## src/inc/cqw_regs.svh

```systemverilog
// Register offsets, field positions and reset values of the queue writer
`ifndef CQW_REGS_SVH
`define CQW_REGS_SVH

// ----------------------------------------------------------------------
// Register byte offsets
// ----------------------------------------------------------------------
`define CQW_ADR_CTRL 8'h00
`define CQW_ADR_QLEN 8'h04
`define CQW_ADR_PERIOD 8'h08
`define CQW_ADR_FID 8'h0C
`define CQW_ADR_FKIND 8'h10
`define CQW_ADR_FDAT0 8'h14
`define CQW_ADR_FDAT1 8'h18
`define CQW_ADR_ENQ 8'h1C
`define CQW_ADR_STAT 8'h20
`define CQW_ADR_ISR 8'h24
`define CQW_ADR_IMR 8'h28

// ----------------------------------------------------------------------
// Field positions
// ----------------------------------------------------------------------
`define CQW_CTRL_RUN 0
`define CQW_CTRL_PERIODIC 1
`define CQW_FKIND_LEN_LSB 8
`define CQW_EXT_BIT 29
`define CQW_STAT_COUNT_LSB 8
`define CQW_IRQ_OVF 0
`define CQW_IRQ_SIZE 1
`define CQW_IRQ_KIND 2
`define CQW_IRQ_SENT 3
`define CQW_IRQ_W 4

// ----------------------------------------------------------------------
// Reset values and fixed figures
// ----------------------------------------------------------------------
`define CQW_CTRL_RST 2'h0
`define CQW_QLEN_RST 8'h08
`define CQW_PERIOD_RST 16'h03E8
`define CQW_ITEM_SIZE 8'h18
`define CQW_MAX_PAYLOAD 8'h08
`define CQW_MAX_DLC 8'h0F

`endif

```

## src/inc/cqw_pkg.sv

```systemverilog
// Types shared by the transmit queue writer
package cqw_pkg;

	// Frame kinds carried in the frame record
	typedef enum logic [7:0] {
		CQW_KIND_DATA = 8'h00,
		CQW_KIND_REMOTE = 8'h01,
		CQW_KIND_RESP_ENTRY = 8'h10,
		CQW_KIND_HEADER = 8'h11,
		CQW_KIND_FULL = 8'h12
	} cqw_kind_t;

	// Transmit sequencer, Gray coded
	typedef enum logic [1:0] {
		CQW_ST_IDLE = 2'b00,
		CQW_ST_SEND = 2'b01
	} cqw_state_t;

endpackage : cqw_pkg

```

## src/rtl/cqw_tx_queue.sv

```systemverilog
// Transmit frame queue with Wishbone registers and periodic resend
//
// Our own choices: the Wishbone interface to the registers and the address map.
`timescale 1ns/1ps
`include "cqw_regs.svh"

module cqw_tx_queue import cqw_pkg::*; #(
	parameter int DEPTH = 8
) (
	input wire logic clock,
	input wire logic reset_n,
	input wire logic wb_cyc_i,
	input wire logic wb_stb_i,
	input wire logic wb_we_i,
	input wire logic [7:0] wb_adr_i,
	input wire logic [3:0] wb_sel_i,
	input wire logic [31:0] wb_dat_i,
	output logic [31:0] wb_dat_o,
	output logic wb_ack_o,
	output logic irq,
	output logic tx_valid,
	output logic [28:0] tx_ident,
	output logic tx_extended,
	output logic tx_remote,
	output logic [3:0] tx_dlc,
	output logic [63:0] tx_data,
	input wire logic tx_done,
	input wire logic tx_arb_won,
	input wire logic tx_acked
);

	localparam int PW = (DEPTH > 1) ? $clog2(DEPTH) : 1;

	// ------------------------------------------------------------------
	// Elaboration check
	// ------------------------------------------------------------------
	// Pointers wrap by overflow, so only powers of two are served
	if (DEPTH < 2 || DEPTH > 128 || (DEPTH & (DEPTH - 1)) != 0) begin : g_chk
		$error("DEPTH must be a power of two from 2 to 128");
	end

	// ------------------------------------------------------------------
	// Declarations
	// ------------------------------------------------------------------
	logic ack_q;
	logic [31:0] dat_q;
	logic [1:0] ctrl_q;
	logic run_d1_q;
	logic [7:0] qlen_q;
	logic [15:0] period_q;
	logic [31:0] fid_q;
	logic [15:0] fkind_q;
	logic [63:0] fdat_q;
	logic [`CQW_IRQ_W-1:0] isr_q;
	logic [`CQW_IRQ_W-1:0] imr_q;
	logic [`CQW_IRQ_W-1:0] isr_set;
	logic [31:0] q_id [DEPTH];
	logic [15:0] q_kind [DEPTH];
	logic [63:0] q_data [DEPTH];
	logic [PW-1:0] wr_ptr_q;
	logic [PW-1:0] rd_ptr_q;
	logic [PW:0] count_q;
	logic txc_q;
	logic last_valid_q;
	logic [15:0] tick_cnt_q;
	cqw_state_t state_q;
	logic hit, wr_en, enq_req, size_ok, kind_ok, full, zero_mode;
	logic accept, overwrite, push, pop, start_tx, tick, sent_ok;
	logic run, periodic, run_rise, ovf_ev;
	logic [7:0] new_kind, new_len;

	// ------------------------------------------------------------------
	// Byte-lane merge for register writes
	// ------------------------------------------------------------------
	function automatic logic [31:0] merge(input logic [31:0] old,
		input logic [31:0] nw, input logic [3:0] sel);
		logic [31:0] r;
		r = old;
		for (int i = 0; i < 4; i++) begin
			if (sel[i]) begin
				r[i*8 +: 8] = nw[i*8 +: 8];
			end
		end
		return r;
	endfunction : merge

	// Clear payload bytes beyond the length field
	function automatic logic [63:0] len_mask(input logic [63:0] d,
		input logic [7:0] len);
		logic [63:0] r;
		r = 64'h0;
		for (int i = 0; i < 8; i++) begin
			if (8'(i) < len) begin
				r[i*8 +: 8] = d[i*8 +: 8];
			end
		end
		return r;
	endfunction : len_mask

	// ------------------------------------------------------------------
	// Wishbone slave
	// ------------------------------------------------------------------
	// Ack one cycle after the strobe; writes act on the ack edge
	assign hit = wb_cyc_i & wb_stb_i;
	assign wr_en = hit & wb_we_i & ack_q;
	assign wb_ack_o = ack_q;
	assign wb_dat_o = dat_q;

	always_ff @(posedge clock or negedge reset_n) begin
		if (!reset_n) begin
			ack_q <= 1'b0;
		end else begin
			ack_q <= hit & ~ack_q;
		end
	end

	// Read mux sampled into a flop; unmapped reads return zero
	always_ff @(posedge clock or negedge reset_n) begin
		if (!reset_n) begin
			dat_q <= 32'h0;
		end else if (hit & ~ack_q & ~wb_we_i) begin
			case (wb_adr_i)
				`CQW_ADR_CTRL: dat_q <= {30'h0, ctrl_q};
				`CQW_ADR_QLEN: dat_q <= {24'h0, qlen_q};
				`CQW_ADR_PERIOD: dat_q <= {16'h0, period_q};
				`CQW_ADR_FID: dat_q <= fid_q;
				`CQW_ADR_FKIND: dat_q <= {16'h0, fkind_q};
				`CQW_ADR_FDAT0: dat_q <= fdat_q[31:0];
				`CQW_ADR_FDAT1: dat_q <= fdat_q[63:32];
				`CQW_ADR_STAT: dat_q <= {{(23-PW){1'b0}}, count_q,
					6'h0, (state_q == CQW_ST_SEND), txc_q};
				`CQW_ADR_ISR: dat_q <= {{(32-`CQW_IRQ_W){1'b0}}, isr_q};
				`CQW_ADR_IMR: dat_q <= {{(32-`CQW_IRQ_W){1'b0}}, imr_q};
				default: dat_q <= 32'h0;
			endcase
		end
	end

	// Setting registers
	always_ff @(posedge clock or negedge reset_n) begin
		if (!reset_n) begin
			ctrl_q <= `CQW_CTRL_RST;
			qlen_q <= `CQW_QLEN_RST;
			period_q <= `CQW_PERIOD_RST;
			fid_q <= 32'h0;
			fkind_q <= 16'h0;
			fdat_q <= 64'h0;
			imr_q <= '0;
		end else if (wr_en) begin
			case (wb_adr_i)
				`CQW_ADR_CTRL: ctrl_q <= wb_sel_i[0] ? wb_dat_i[1:0] : ctrl_q;
				`CQW_ADR_QLEN: qlen_q <= wb_sel_i[0] ?
					wb_dat_i[7:0] : qlen_q;
				`CQW_ADR_PERIOD: period_q <= 16'(merge({16'h0, period_q},
					wb_dat_i, wb_sel_i));
				`CQW_ADR_FID: fid_q <= merge(fid_q, wb_dat_i, wb_sel_i);
				`CQW_ADR_FKIND: fkind_q <= 16'(merge({16'h0, fkind_q},
					wb_dat_i, wb_sel_i));
				`CQW_ADR_FDAT0: fdat_q[31:0] <= merge(fdat_q[31:0],
					wb_dat_i, wb_sel_i);
				`CQW_ADR_FDAT1: fdat_q[63:32] <= merge(fdat_q[63:32],
					wb_dat_i, wb_sel_i);
				`CQW_ADR_IMR: imr_q <= wb_sel_i[0] ?
					wb_dat_i[`CQW_IRQ_W-1:0] : imr_q;
				default: ;
			endcase
		end
	end

	// ------------------------------------------------------------------
	// Enqueue decode
	// ------------------------------------------------------------------
	assign run = ctrl_q[`CQW_CTRL_RUN];
	assign periodic = ctrl_q[`CQW_CTRL_PERIODIC];
	assign run_rise = run & ~run_d1_q;
	assign new_kind = fkind_q[7:0];
	assign new_len = fkind_q[`CQW_FKIND_LEN_LSB +: 8];
	assign enq_req = wr_en & (wb_adr_i == `CQW_ADR_ENQ) & wb_sel_i[0];
	assign size_ok = (wb_dat_i[7:0] == `CQW_ITEM_SIZE);
	// Only CAN data and remote kinds are sent; other kinds refused
	assign kind_ok = (new_kind == CQW_KIND_DATA &&
		new_len <= `CQW_MAX_PAYLOAD) ||
		(new_kind == CQW_KIND_REMOTE && new_len <= `CQW_MAX_DLC);
	assign zero_mode = (qlen_q == 8'h00);
	assign full = ({{(7-PW){1'b0}}, count_q} >= qlen_q) ||
		(count_q == (PW+1)'(DEPTH));
	assign ovf_ev = enq_req & size_ok & kind_ok & ~zero_mode & full;
	assign accept = enq_req & size_ok & kind_ok & (zero_mode | ~full);
	// Overwrite the held item unless it is leaving this same cycle
	assign overwrite = accept & zero_mode & (count_q != '0) & ~pop;
	assign push = accept & ~overwrite;

	// ------------------------------------------------------------------
	// Queue storage, first in first out
	// ------------------------------------------------------------------
	always_ff @(posedge clock) begin
		if (push | overwrite) begin
			q_id[overwrite ? rd_ptr_q : wr_ptr_q] <= fid_q;
			q_kind[overwrite ? rd_ptr_q : wr_ptr_q] <= fkind_q;
			q_data[overwrite ? rd_ptr_q : wr_ptr_q] <= fdat_q;
		end
	end

	// Pointers and fill count; enqueue never waits for the bus
	always_ff @(posedge clock or negedge reset_n) begin
		if (!reset_n) begin
			wr_ptr_q <= '0;
			rd_ptr_q <= '0;
			count_q <= '0;
		end else begin
			if (push) begin
				wr_ptr_q <= wr_ptr_q + 1'b1;
			end
			if (pop) begin
				rd_ptr_q <= rd_ptr_q + 1'b1;
			end
			count_q <= count_q + (PW+1)'(push) - (PW+1)'(pop);
		end
	end

	// ------------------------------------------------------------------
	// Period divider
	// ------------------------------------------------------------------
	// One-cycle enable each period; a period of zero acts as one
	assign tick = periodic & run & (tick_cnt_q == 16'h0);

	always_ff @(posedge clock or negedge reset_n) begin
		if (!reset_n) begin
			tick_cnt_q <= 16'h0;
		end else if (!(periodic & run) || tick_cnt_q == 16'h0) begin
			tick_cnt_q <= (period_q == 16'h0) ? 16'h0 : period_q - 1'b1;
		end else begin
			tick_cnt_q <= tick_cnt_q - 1'b1;
		end
	end

	// ------------------------------------------------------------------
	// Transmit sequencer
	// ------------------------------------------------------------------
	// A missed tick while busy is dropped, not queued up
	assign start_tx = (state_q == CQW_ST_IDLE) & run &
		(periodic ? tick & ((count_q != '0) | last_valid_q)
		: (count_q != '0));
	assign pop = start_tx & (count_q != '0);
	assign sent_ok = (state_q == CQW_ST_SEND) & tx_done &
		tx_arb_won & tx_acked;
	assign tx_valid = (state_q == CQW_ST_SEND);

	always_ff @(posedge clock or negedge reset_n) begin
		if (!reset_n) begin
			state_q <= CQW_ST_IDLE;
		end else begin
			case (state_q)
				CQW_ST_IDLE: begin
					if (start_tx) begin
						state_q <= CQW_ST_SEND;
					end
				end
				// Lost arbitration or no acknowledge: try again
				CQW_ST_SEND: begin
					if (sent_ok) begin
						state_q <= CQW_ST_IDLE;
					end
				end
				default: state_q <= CQW_ST_IDLE;
			endcase
		end
	end

	// Frame latch; without a pop the previous frame is resent
	always_ff @(posedge clock or negedge reset_n) begin
		if (!reset_n) begin
			tx_ident <= 29'h0;
			tx_extended <= 1'b0;
			tx_remote <= 1'b0;
			tx_dlc <= 4'h0;
			tx_data <= 64'h0;
			last_valid_q <= 1'b0;
		end else if (pop) begin
			last_valid_q <= 1'b1;
			tx_extended <= q_id[rd_ptr_q][`CQW_EXT_BIT];
			tx_ident <= q_id[rd_ptr_q][`CQW_EXT_BIT] ?
				q_id[rd_ptr_q][28:0] :
				{18'h0, q_id[rd_ptr_q][10:0]};
			tx_remote <= (q_kind[rd_ptr_q][7:0] == CQW_KIND_REMOTE);
			tx_dlc <= q_kind[rd_ptr_q][`CQW_FKIND_LEN_LSB +: 4];
			tx_data <= (q_kind[rd_ptr_q][7:0] == CQW_KIND_REMOTE) ?
				64'h0 :
				len_mask(q_data[rd_ptr_q],
				q_kind[rd_ptr_q][`CQW_FKIND_LEN_LSB +: 8]);
		end
	end

	// ------------------------------------------------------------------
	// Transmit-complete state
	// ------------------------------------------------------------------
	// A new enqueue beats a completion in the same cycle
	always_ff @(posedge clock or negedge reset_n) begin
		if (!reset_n) begin
			txc_q <= 1'b1;
			run_d1_q <= 1'b0;
		end else begin
			run_d1_q <= run;
			if (accept) begin
				txc_q <= 1'b0;
			end else if (run_rise && count_q == '0 &&
				state_q == CQW_ST_IDLE) begin
				txc_q <= 1'b1;
			end else if (sent_ok && count_q == '0) begin
				txc_q <= 1'b1;
			end
		end
	end

	// ------------------------------------------------------------------
	// Interrupts
	// ------------------------------------------------------------------
	always_comb begin
		isr_set = '0;
		isr_set[`CQW_IRQ_OVF] = ovf_ev;
		isr_set[`CQW_IRQ_SIZE] = enq_req & ~size_ok;
		isr_set[`CQW_IRQ_KIND] = enq_req & size_ok & ~kind_ok;
		isr_set[`CQW_IRQ_SENT] = sent_ok;
	end

	// Write one to clear; a new event wins over its clear
	always_ff @(posedge clock or negedge reset_n) begin
		if (!reset_n) begin
			isr_q <= '0;
		end else if (wr_en && wb_adr_i == `CQW_ADR_ISR) begin
			isr_q <= (isr_q & ~(wb_dat_i[`CQW_IRQ_W-1:0] &
				{`CQW_IRQ_W{wb_sel_i[0]}})) | isr_set;
		end else begin
			isr_q <= isr_q | isr_set;
		end
	end

	assign irq = |(isr_q & imr_q);
endmodule : cqw_tx_queue

```

## config.mk

```make
export PLATFORM = sky130hd
export DESIGN_NAME = cqw_tx_queue
export DESIGN_NICKNAME = d
export VERILOG_FILES = /design/src/inc/cqw_pkg.sv /design/src/rtl/cqw_tx_queue.sv
export VERILOG_INCLUDE_DIRS = /design/src /design/src/inc
export SDC_FILE = /design/constraint.sdc
export NUM_CORES = 1
export LEC_CHECK = 0
export BUFFER_PORTS_ARGS = -buffer_cell sky130_fd_sc_hd__buf_2
export CELL_PAD_IN_SITES_DETAIL_PLACEMENT = 1
export CELL_PAD_IN_SITES_GLOBAL_PLACEMENT = 1
export CORE_AREA = 2 2 285 287
export CTS_CLUSTER_SIZE = 14
export DETAILED_ROUTE_END_ITERATION = 7
export DIE_AREA = 0 0 287 289
export GPL_TIMING_DRIVEN = 0
export PLACE_DENSITY_LB_ADDON = 0.25
export SETUP_SLACK_MARGIN = 0.05
export SLEW_MARGIN = 20
export SYNTH_ARGS = -nofsm -noshare
export SYNTH_HDL_FRONTEND = slang
export SYNTH_SLANG_ARGS = --single-unit
```

## constraint.sdc

```tcl
create_clock -name clock -period 15.9 [get_ports clock]
set_clock_uncertainty 0.2 [all_clocks]
set_input_delay 2.385 -clock clock [delete_from_list [all_inputs] [get_ports clock]]
set_output_delay 2.385 -clock clock [all_outputs]
set_load 0.1 [all_outputs]
```

; Yosys cells after proc, flatten, opt, wreduce, memory -nomap -nowiden
; Memory sizes are Yosys's and may differ from the RTL's.
; Index checks and enable logic that the tools add are counted.
; Widths: inputs -> output; s select.
[totals]
inputBits = 52
memories = 3
mem_bits_rw = 896
elab_cells = 182
reg_bits = 309
[memory_table]
columns = name, words, width, read_ports, rd_ports_with_merged_regs, write_ports, line_no
row1 = q_data, 8, 64, 1, 0, 1, cqw_tx_queue.sv:59  ; logic [63:0] q_data [DEPTH];
row2 = q_id, 8, 32, 1, 0, 1, cqw_tx_queue.sv:57  ; logic [31:0] q_id [DEPTH];
row3 = q_kind, 8, 16, 1, 0, 1, cqw_tx_queue.sv:58  ; logic [15:0] q_kind [DEPTH];
[classes]
add_sub_neg = 6
magnitude_cmp = 11
muxes = 24
n_reduce_logical = 40
eq_ne = 17
n_bitwise = 46
[op_table]
columns = operator, n
row1 = $pmux 32 s10, 1
row2 = $mux 64, 1
row3 = $mux 8, 8
row4 = $reduce_and 3->1, 19
row5 = $eq 8x5->1 const B, 5
row6 = $logic_not 16->1, 2
row7 = $lt 3x8->1 const A, 4
row8 = $mux 16, 2
row9 = $sub 16x1->16 const B, 2
row10 = $mux 29, 1
row11 = $and 1x1->1, 28
row12 = $eq 8x6->1 const B, 3
row13 = $logic_not 8->1, 3
row14 = $eq 8x1->1 const B, 2
row15 = $eq 8x4->1 const B, 2
row16 = $le 8x4->1 const B, 2
row17 = $lt 1x8->1 const A, 2
row18 = $lt 2x8->1 const A, 2
row19 = $and 4x4->4, 3
row20 = $not 1->1, 9
row21 = $eq 8x3->1 const B, 1
row22 = $ge 4x8->1, 1
row23 = $or 4x4->4, 2
row24 = $add 3x1->3 const B, 2
row25 = other kinds (22), 37

; Logic depth before layout (Yosys ltp)
; Gate-level depths: netlist of run 1.
[depth]
ltp_word = 16
mapped_depth = 13

; Least setup slack after synthesis of run 1
; OpenSTA, ideal clock, no wires.
[synth_path]
path_kind = input-to-reg
from = input wb_dat_i[0]
to = memory q_data[4][0], enable pin
stages = 7
t_arrival_ps = 9243
slack_ps = 5842
cell_sequence = clkbuf_1 -> nor4b_1 -> nand2_1 -> nor4_4 -> nand4_1 -> or4_1 -> a21oi_1
[synth_via]
elab_chain_cells = 12
elab_cells_between_ends = 13
[synth_rtl]
columns = item, line_no
row1 = from (decl), cqw_tx_queue.sv:17  ; input wire logic [31:0] wb_dat_i,
row2 = $eq 8x5->1 (no line) (*), n/a
row3 = $and 1x1->1 (*) (3 in series), cqw_tx_queue.sv:188  ; assign accept = enq_req & size_ok & kind_ok & (zero_mode | ~full);
row4 = $and 1x1->1 (3 in series), cqw_tx_queue.sv:190  ; assign overwrite = accept & zero_mode & (count_q != '0) & ~pop;
row5 = $not 1->1, cqw_tx_queue.sv:191  ; assign push = accept & ~overwrite;
row6 = $and 1x1->1, cqw_tx_queue.sv:191
row7 = $or 1x1->1, cqw_tx_queue.sv:197  ; if (push | overwrite) begin
row8 = $mux 1, cqw_tx_queue.sv:197
row9 = $mux 1, cqw_tx_queue.sv:200  ; q_data[overwrite ? rd_ptr_q : wr_ptr_q] <= fdat_q;
row10 = to (decl), cqw_tx_queue.sv:59
; Mark *: on every way between the ends. The rest lies on a longest branch, timed or not.

; Final worst setup path of run 1
[layout_path]
from = input wb_we_i
to = memory q_data[0][50], enable pin
[layout_via]
elab_chain_cells = 15
elab_cells_between_ends = 16
[layout_rtl]
columns = item, line_no
row1 = from (decl), cqw_tx_queue.sv:14  ; input wire logic wb_we_i,
row2 = $and 1x1->1 (*) (2 in series), cqw_tx_queue.sv:105  ; assign wr_en = hit & wb_we_i & ack_q;
row3 = $and 1x1->1 (*) (2 in series), cqw_tx_queue.sv:178  ; assign enq_req = wr_en & (wb_adr_i == `CQW_ADR_ENQ) & wb_sel_i[0];
row4 = $and 1x1->1 (*) (3 in series), cqw_tx_queue.sv:188
row5 = $and 1x1->1 (3 in series), cqw_tx_queue.sv:190
row6 = $not 1->1, cqw_tx_queue.sv:191
row7 = $and 1x1->1, cqw_tx_queue.sv:191
row8 = $or 1x1->1, cqw_tx_queue.sv:197
row9 = $mux 1, cqw_tx_queue.sv:197
row10 = $mux 1, cqw_tx_queue.sv:200
; Marks and branches as above.

==> flow_summary.yaml, run 1 <==
routing:
  drc_errors: 0
  detail_route.first_pass.iterations: 7
  detail_route.vias_per_cell: 7.00
  drtIter0Drc: 3708
  wl_per_cell_um: 37.6
  routed_wirelength_um: 151000
  routed-via-count: 28000
  detail-route-antenna-nets: 0
critical_path:
  top_cell_family_by_delay_on_the_critical_path: "simple AND/OR/NAND/NOR gates"
  cp-end-kind: "flop"
  timing.reg2reg.setup_slack_ns: 10.72
  timing_worst_setup_path_type: "input pin to flop"
  critical_path.reg2reg.endpoint: "q_data[0][50]"
  crit_path_start_kind: "input pin"
  cp.required_ns: 16.10
  crit_path_most_repeated_cell: "buf_16"
  timing.rr.start: "wb_ack_o"
  critPathSlowestCell: "and4_1"
  slowest_delay_ns: 0.83
  reg2reg_depth: 12
  critical_path.n_buffers_inverters: 7
  critPathMaxFanout: 18
  cell_chain_critical_path: "buf_2 -> and4_1 -> nand4_1 -> nor4_4 -> nand4_1 -> buf_2 -> mux2i_1 -> nor2_4 -> buf_16 -> buf_16 -> buf_16 -> buf_12 -> buf_16"
  worstPathArrival_ns: 6.77
clock_tree:
  clock_insertion_delay_worst_skew_ns: 0.72
  tritoncts_clock_tree: "built"
  cts_max_level: 3
  cts_inserted_buffers: 115
  cts_num_sinks: 1188
  clock-root-buffer: "clkbuf_16"
  clock_tree.buffer_depth: 3
  post_cts_buffers: 0
  cts-hold-fix-buffers: 0
  post_cts.resized_instances: 0
  cts.clk_slew.worst_paths_ns: 0.07
floorplanning:
  die_width_um: 287
  die_y_um: 289
  floorplan.core_area_mm2: 0.0799
  num_rows: 104
  pin_count: 186
  floorplan.initialDensity_pct: 57.7
  floorplan.die_area_mm2: 0.0829
worst_hold_path:
  worstHoldStart: "tx_ident[24]"
  whs_endpoint: "tx_ident[24]"
  timing.hold.worst.class: "flop to flop"
  holdPathStages: 2
timing:
  achievable_clock_frequency_mhz: 152
  setup_viol: 0
  layout_setup_ws_ns: 9.33
  setup_repair_after_global_routing_missed_its_margin: "no"
  finalHoldViolCount: 0
  timing.final.crit_period_ns: 6.57
  final-max-slew-violation-count: 0
  hold_slack_ns: 0.272
  min_period_over_period_pct: 41.3
  tightestPinTransition_ns: 1.31
  worst_slew_margin_rel_pct: 12.9
power_and_ir_drop:
  clock_power_share_pct: 45.9
  switch_share_pct: 22.2
  total_leakage_power_nw: 22.4
  vdd_ir_drop_max_mv: 0.0938
  internal_power_w: 0.00519
  power.combinational.fraction_pct: 4.1
  power.sequential.fraction_pct: 50.0
  power.density_cell_area_mw_per_mm2: 123
  total_power_w: 0.00667
  netSwitchingPower_w: 0.00148
grt:
  antenna_found_initial: 7
  groute.usage.overall_pct: 37.0
  grt_pass1_vias: 30000
  overflow: 0
  grt_pass1_wl_um: 217000
  grt_start_max_net_pins: 98
placed_design:
  port_buffers: 182
  gp_routability_congestion: 0.862
  dpl-instance-area_mm2: 0.0501
  dp_cells: 3785
  post-dp-hpwl_um: 92000
  dp_slack_ns: 8.80
outcome:
  status: "finished clean"
synth:
  synthesis.nets: 2545
  yosys_warnings: 0
  average_cell_area_after_synthesis_um2: 18.6
  synth_top_cells_by_area: "edfxtp_1 (57%), dfrtp_1 (16%), mux4_2 (9.7%), mux2_2 (3.4%), mux2i_1 (1.8%)"
  synth_enable_flop_cells: 880
  synth.yosys.seq_area_share_pct: 74.1
  synth.cell_area_mm2: 0.0461
  netlist.area_leader.share_pct: 57.4
  cell_type_with_the_highest_aggregate_area_in_the_netlist: "edfxtp_1"
  asyncSetResetFlopFracSynth_pct: 25.9
  ys_ff_latch: 1188
  synth_ff_type: "edfxtp_1"
  synth_cells: 2478
  post_synth_num_cell_types: 76
finish:
  layout.cells.non_filler: 4005
  final_cell_area_mm2: 0.0543
  nets: 2909
  layout-drive-gt1-share_pct: 30.1
  synthesis_to_layout_area_growth_pct: 17.9
flow_run:
  max_cap_viol_count: 0
[per-stage QoR]
stage               util, %  setup TNS [ns]
floorplan                 -               0
global placement       60.5         -195.61
detailed placement     62.7               0
CTS                    67.9               0
global route           67.9               0
finish                 68.0               0
[power groups by stage]
stage	sequential [W]	combinational (W)	clock, W
2_1_floorplan	0.00347	0.000104	0
3_3_place_gp	0.00340	0.000256	0
3_5_place_dp	0.00340	0.000269	0
4_1_cts	0.00333	0.000275	0.00307
5_1_grt	0.00333	0.000289	0.00317
6_report	0.00333	0.000274	0.00306
[cell usage after synthesis (all sizes together), types with 15 or more instances]
library cell / number
a21oi: 45
a222oi: 28
a22o: 31
a22oi: 17
buf: 65
clkbuf: 57
dfrtp: 300
edfxtp: 880
inv: 19
mux2: 143
mux2i: 81
mux4: 198
nand2: 218
nor2: 41
nor4: 25
o21ai: 79
o22ai: 15
o31ai: 35
xnor2: 23
[layer usage]
metal / share of wire (%) / track usage (%) / up-vias
li1: - / - / 10600
met1: 35 / 47.8 / 14700
met2: 49 / 60.7 / 2223
met3: 10 / 7.19 / 493
met4: 5.3 / 18.9 / 4
met5: 0.018 / 0 / -
[worst register-to-register path, stage by stage (launching register included)]
cell	delay, ns
dfrtp_1	0.40
and4_1	0.83
nand4_1	0.44
nor4_4	0.44
nand4_1	0.43
buf_2	0.35
mux2i_1	0.20
nor2_4	0.53
buf_16	0.24
buf_16	0.18
buf_16	0.21
buf_12	0.22
buf_16	0.22
[flip-flops by register name, summed over array words and instances, names as in the netlist, 2 cells and up]
name / cells
ctrl_q: 2
tx_ident: 29
tx_dlc: 4
q_id: 240
q_kind: 128
fid_q: 32
fkind_q: 16
fdat_q: 64
q_data: 512
count_q: 4
tick_cnt_q: 16
tx_data: 64
qlen_q: 8
rd_ptr_q: 3
wr_ptr_q: 3
period_q: 16
isr_q: 4
imr_q: 4
wb_dat_o: 32
[placed cells by master (no fill, tap or decap), types with 9 or more instances in the layout]
cell	count
nor2_1	38
inv_1	18
a21oi_1	37
a21o_1	12
or3_1	9
mux2i_1	81
ha_1	14
nor3_1	14
nor4_1	23
clkbuf_16	119
a222oi_1	28
a22oi_1	17
nand2_1	209
dfrtp_1	300
buf_1	10
bufinv_16	20
edfxtp_1	880
nor4b_1	10
clkbuf_1	73
nand3_1	10
buf_2	230
mux4_2	198
a22o_1	31
clkinv_2	18
xnor2_1	23
mux2_2	140
buf_16	55
nand2_2	9
o21ai_0	69
clkbuf_8	23
o31ai_1	35
or4_1	13
xor2_1	9
o22ai_1	15
clkinv_1	10
[logic make-up after synthesis]
family	synth area share [%]
DFF	74.1
muxes	14.9
and+or+nand+nor	4.28
AOI/OAI and AO/OA	4.29
buffers and inverters	1.33
xor gates and xnor gates	0.608
adders and majority gates	0.424
[worst max path at each step]
stage                      startpoint            end  depth (start not counted)
after CTS                     wb_we_i  q_data[0][54]                         13
final                         wb_we_i  q_data[0][50]                         13
after floorplan           wb_dat_i[0]   q_data[4][0]                          7
after detailed placement     wb_cyc_i  q_data[0][50]                         13
after global routing          wb_we_i  q_data[0][54]                         13
after global placement        wb_we_i    q_id[3][25]                          7
[layout make-up]
class,count,area (um^2)
antenna,1,2.50
buffer,122,547
clock buffer,161,3370
clock inverter,58,835
fill,6558,25600
inverter,19,71.3
multi-input combinational,1149,11400
sequential,1188,34100
tap,1060,1330
timing repair buffer,247,2600
Note: power is estimated with default switching activity, not from simulation.
==> inputs of run 2 (changes only) <==
--- a/config.mk
+++ b/config.mk
@@ -9,10 +9,10 @@
 export BUFFER_PORTS_ARGS = -buffer_cell sky130_fd_sc_hd__buf_2
 export CELL_PAD_IN_SITES_DETAIL_PLACEMENT = 1
 export CELL_PAD_IN_SITES_GLOBAL_PLACEMENT = 1
-export CORE_AREA = 2 2 285 287
+export CORE_AREA = 2 2 298 300
 export CTS_CLUSTER_SIZE = 14
 export DETAILED_ROUTE_END_ITERATION = 7
-export DIE_AREA = 0 0 287 289
+export DIE_AREA = 0 0 300 302
 export GPL_TIMING_DRIVEN = 0
 export PLACE_DENSITY_LB_ADDON = 0.25
 export SETUP_SLACK_MARGIN = 0.05
==> constraint.sdc (replaced) <==
create_clock -name clock -period 6.72 [get_ports clock]
set_clock_uncertainty 0.2 [all_clocks]
set_input_delay 1.008 -clock clock [delete_from_list [all_inputs] [get_ports clock]]
set_output_delay 1.008 -clock clock [all_outputs]
set_load 0.1 [all_outputs]
==> run 2 against run 1 <==
Routed wire length decreased by 10%. Critical path depth down 2. Critical path type unchanged. Via count decreased by 6.3%. Cell count grew 2.6%. Critical endpoint is now q_data[2][47]. Clock power grew 120%. Register-to-register slack worse by 9.0 ns. Highest routed layer is now met4.
==> flow_summary.yaml, run 2 (synthesis gave the netlist of run 1 again) <==
clock_tree:
  cts.clk_slew.worst_paths_ns: 0.06
  cts_max_level: 3
  cts-hold-fix-buffers: 0
  clock_insertion_delay_worst_skew_ns: 0.71
  post_cts_buffers: 0
  post_cts.resized_instances: 0
  clock-root-buffer: "clkbuf_16"
  tritoncts_clock_tree: "built"
  cts_num_sinks: 1188
  clock_tree.buffer_depth: 3
  cts_inserted_buffers: 116
routing:
  detail_route.vias_per_cell: 6.40
  detail-route-antenna-nets: 0
  post_route_met1_wirelength_um: 51900
  routed_wirelength_um: 135000
  wl_per_cell_um: 32.9
  routed-via-count: 26300
  met2_length_um: 68000
  detail_route.first_pass.iterations: 6
  drc_errors: 0
  top_signal_layer_used: "met4"
  drtIter0Drc: 3045
  routed-wl-met3_um: 10800
grt:
  antenna_found_initial: 5
  overflow: 0
  groute.usage.overall_pct: 30.3
  grt_start_max_net_pins: 98
  grt_pass1_wl_um: 196000
  grt_pass1_vias: 27900
timing:
  tightestPinTransition_ns: 1.20
  tns_ns: 0
  final-max-slew-violation-count: 0
  achievable_clock_frequency_mhz: 200
  worst_slew_margin_rel_pct: 20.3
  setup_repair_after_global_routing_missed_its_margin: "no"
  min_period_over_period_pct: 74.6
  finalHoldViolCount: 0
  hold_slack_ns: 0.0251
  timing.final.crit_period_ns: 5.01
  setup_viol: 0
floorplanning:
  pin_count: 186
  floorplan.die_area_mm2: 0.0906
  num_rows: 109
  die_y_um: 302
  die_width_um: 300
  floorplan.core_area_mm2: 0.0876
  floorplan.initialDensity_pct: 52.6
placed_design:
  port_buffers: 182
  post-dp-hpwl_um: 90800
  gp_routability_congestion: 0.864
  dp_cells: 3886
power_and_ir_drop:
  switch_share_pct: 21.8
  total_leakage_power_nw: 22.2
  internal_power_w: 0.0119
  power.combinational.fraction_pct: 4.2
  vdd_ir_drop_max_mv: 0.217
  clock_power_share_pct: 43.9
  power.density_cell_area_mw_per_mm2: 281
  netSwitchingPower_w: 0.00331
  power.sequential.fraction_pct: 51.9
finish:
  registers_with_the_most_flip_flops: "q_data: 512 flops, q_id: 240 flops, q_kind: 128 flops"
  nets: 2906
  max_reg_flops: 512
  final_cell_mix: "edfxtp_1 (880), dfrtp_1 (300), buf_2 (230)"
  multiInputGateArea_mm2: 0.0114
  layout-drive-gt1-share_pct: 29.3
  final_common_cell: "edfxtp_1"
  register_ranked_first_by_flip_flop_count: "q_data"
  synthesis_to_layout_area_growth_pct: 17.3
  fillers: 7571
  seqCellArea_mm2: 0.0341
  layout.cells.non_filler: 4109
critical_path:
  critPathSlowestCell: "and4_1"
  timing.rr.start: "wb_ack_o"
  crit_path_most_repeated_cell: "buf_16"
  cell_chain_critical_path: "buf_2 -> and4_1 -> nand4_1 -> nor4_4 -> nand4_1 -> buf_2 -> nand2b_1 -> a21oi_4 -> buf_16 -> buf_16 -> buf_16"
  slowest_delay_ns: 0.98
  timing.reg2reg.setup_slack_ns: 1.74
  worstPathArrival_ns: 5.20
  destination_of_the_critical_timing_path: "q_data[2][47]"
  crit_path_start_kind: "input pin"
  setup.worst_path.start: "wb_cyc_i"
  cp-end-kind: "flop"
  critical_path.reg2reg.endpoint: "q_data[2][47]"
  timing_worst_setup_path_type: "input pin to flop"
  cp.required_ns: 6.91
  critPathMaxFanout: 17
  reg2reg_depth: 10
worst_hold_path:
  timing.hold.worst.class: "input pin to async pin"
outcome:
  status: "finished clean"
flow_run:
  max_cap_viol_count: 0
run 2: per-layer routing:
metal	GRT usage, %	vias up
met1	40.2	14100
met3	5.44	239
met5	0	-
li1	-	10600
met2	50.5	1276
met4	11.3	0
run 2: how the worst min path moves through the flow:
stage / start / end / slack [ns]
after floorplan: ctrl_q[0] / run_d1_q / 0.19
after global placement: wb_ack_o / wb_ack_o / 0.24
after detailed placement: wb_ack_o / wb_ack_o / 0.25
after CTS: reset_n / wb_dat_o[12] / 0.02
after global routing: reset_n / fdat_q[45] / 0.04
final: reset_n / wb_dat_o[12] / 0.03
run 2: worst max-delay path: cells and delay by family:
family | cells | cell delay, ns
AO/OA/AOI/OAI | 1 | 0.52
buffers and inverters | 5 | 1.07
AND/OR/NAND/NOR | 5 | 2.55
run 2: stage by stage:
step                      worst slack, ns  area [um^2]  util (%)  total power, W
after CTS                            1.89        54000      61.7          0.0152
final                                1.71        54000      61.7          0.0152
after global placement              -4.18        48500      55.3         0.00864
after detailed placement             1.15        50100      57.3         0.00867
after global routing                 1.62        54000      61.7          0.0155
after floorplan                     0.260        46100         -         0.00845
run 2: power groups by stage:
stage / registers, W / clock network (W) / logic (W)
4_1_cts: 0.00789 / 0.00672 / 0.000642
5_1_grt: 0.00789 / 0.00698 / 0.000674
3_3_place_gp: 0.00803 / 0 / 0.000610
3_5_place_dp: 0.00804 / 0 / 0.000635
6_report: 0.00789 / 0.00666 / 0.000633
2_1_floorplan: 0.00820 / 0 / 0.000246
run 2: cell type report:
type,count,share of cell area (%)
multi-input combinational,1149,21.1
clock buffer,182,6.44
inverter,19,0.132
sequential,1188,63.2
timing repair buffer,243,4.67
buffer,122,1.00
tap,1165,2.70
antenna,1,0.00463
clock inverter,40,0.801
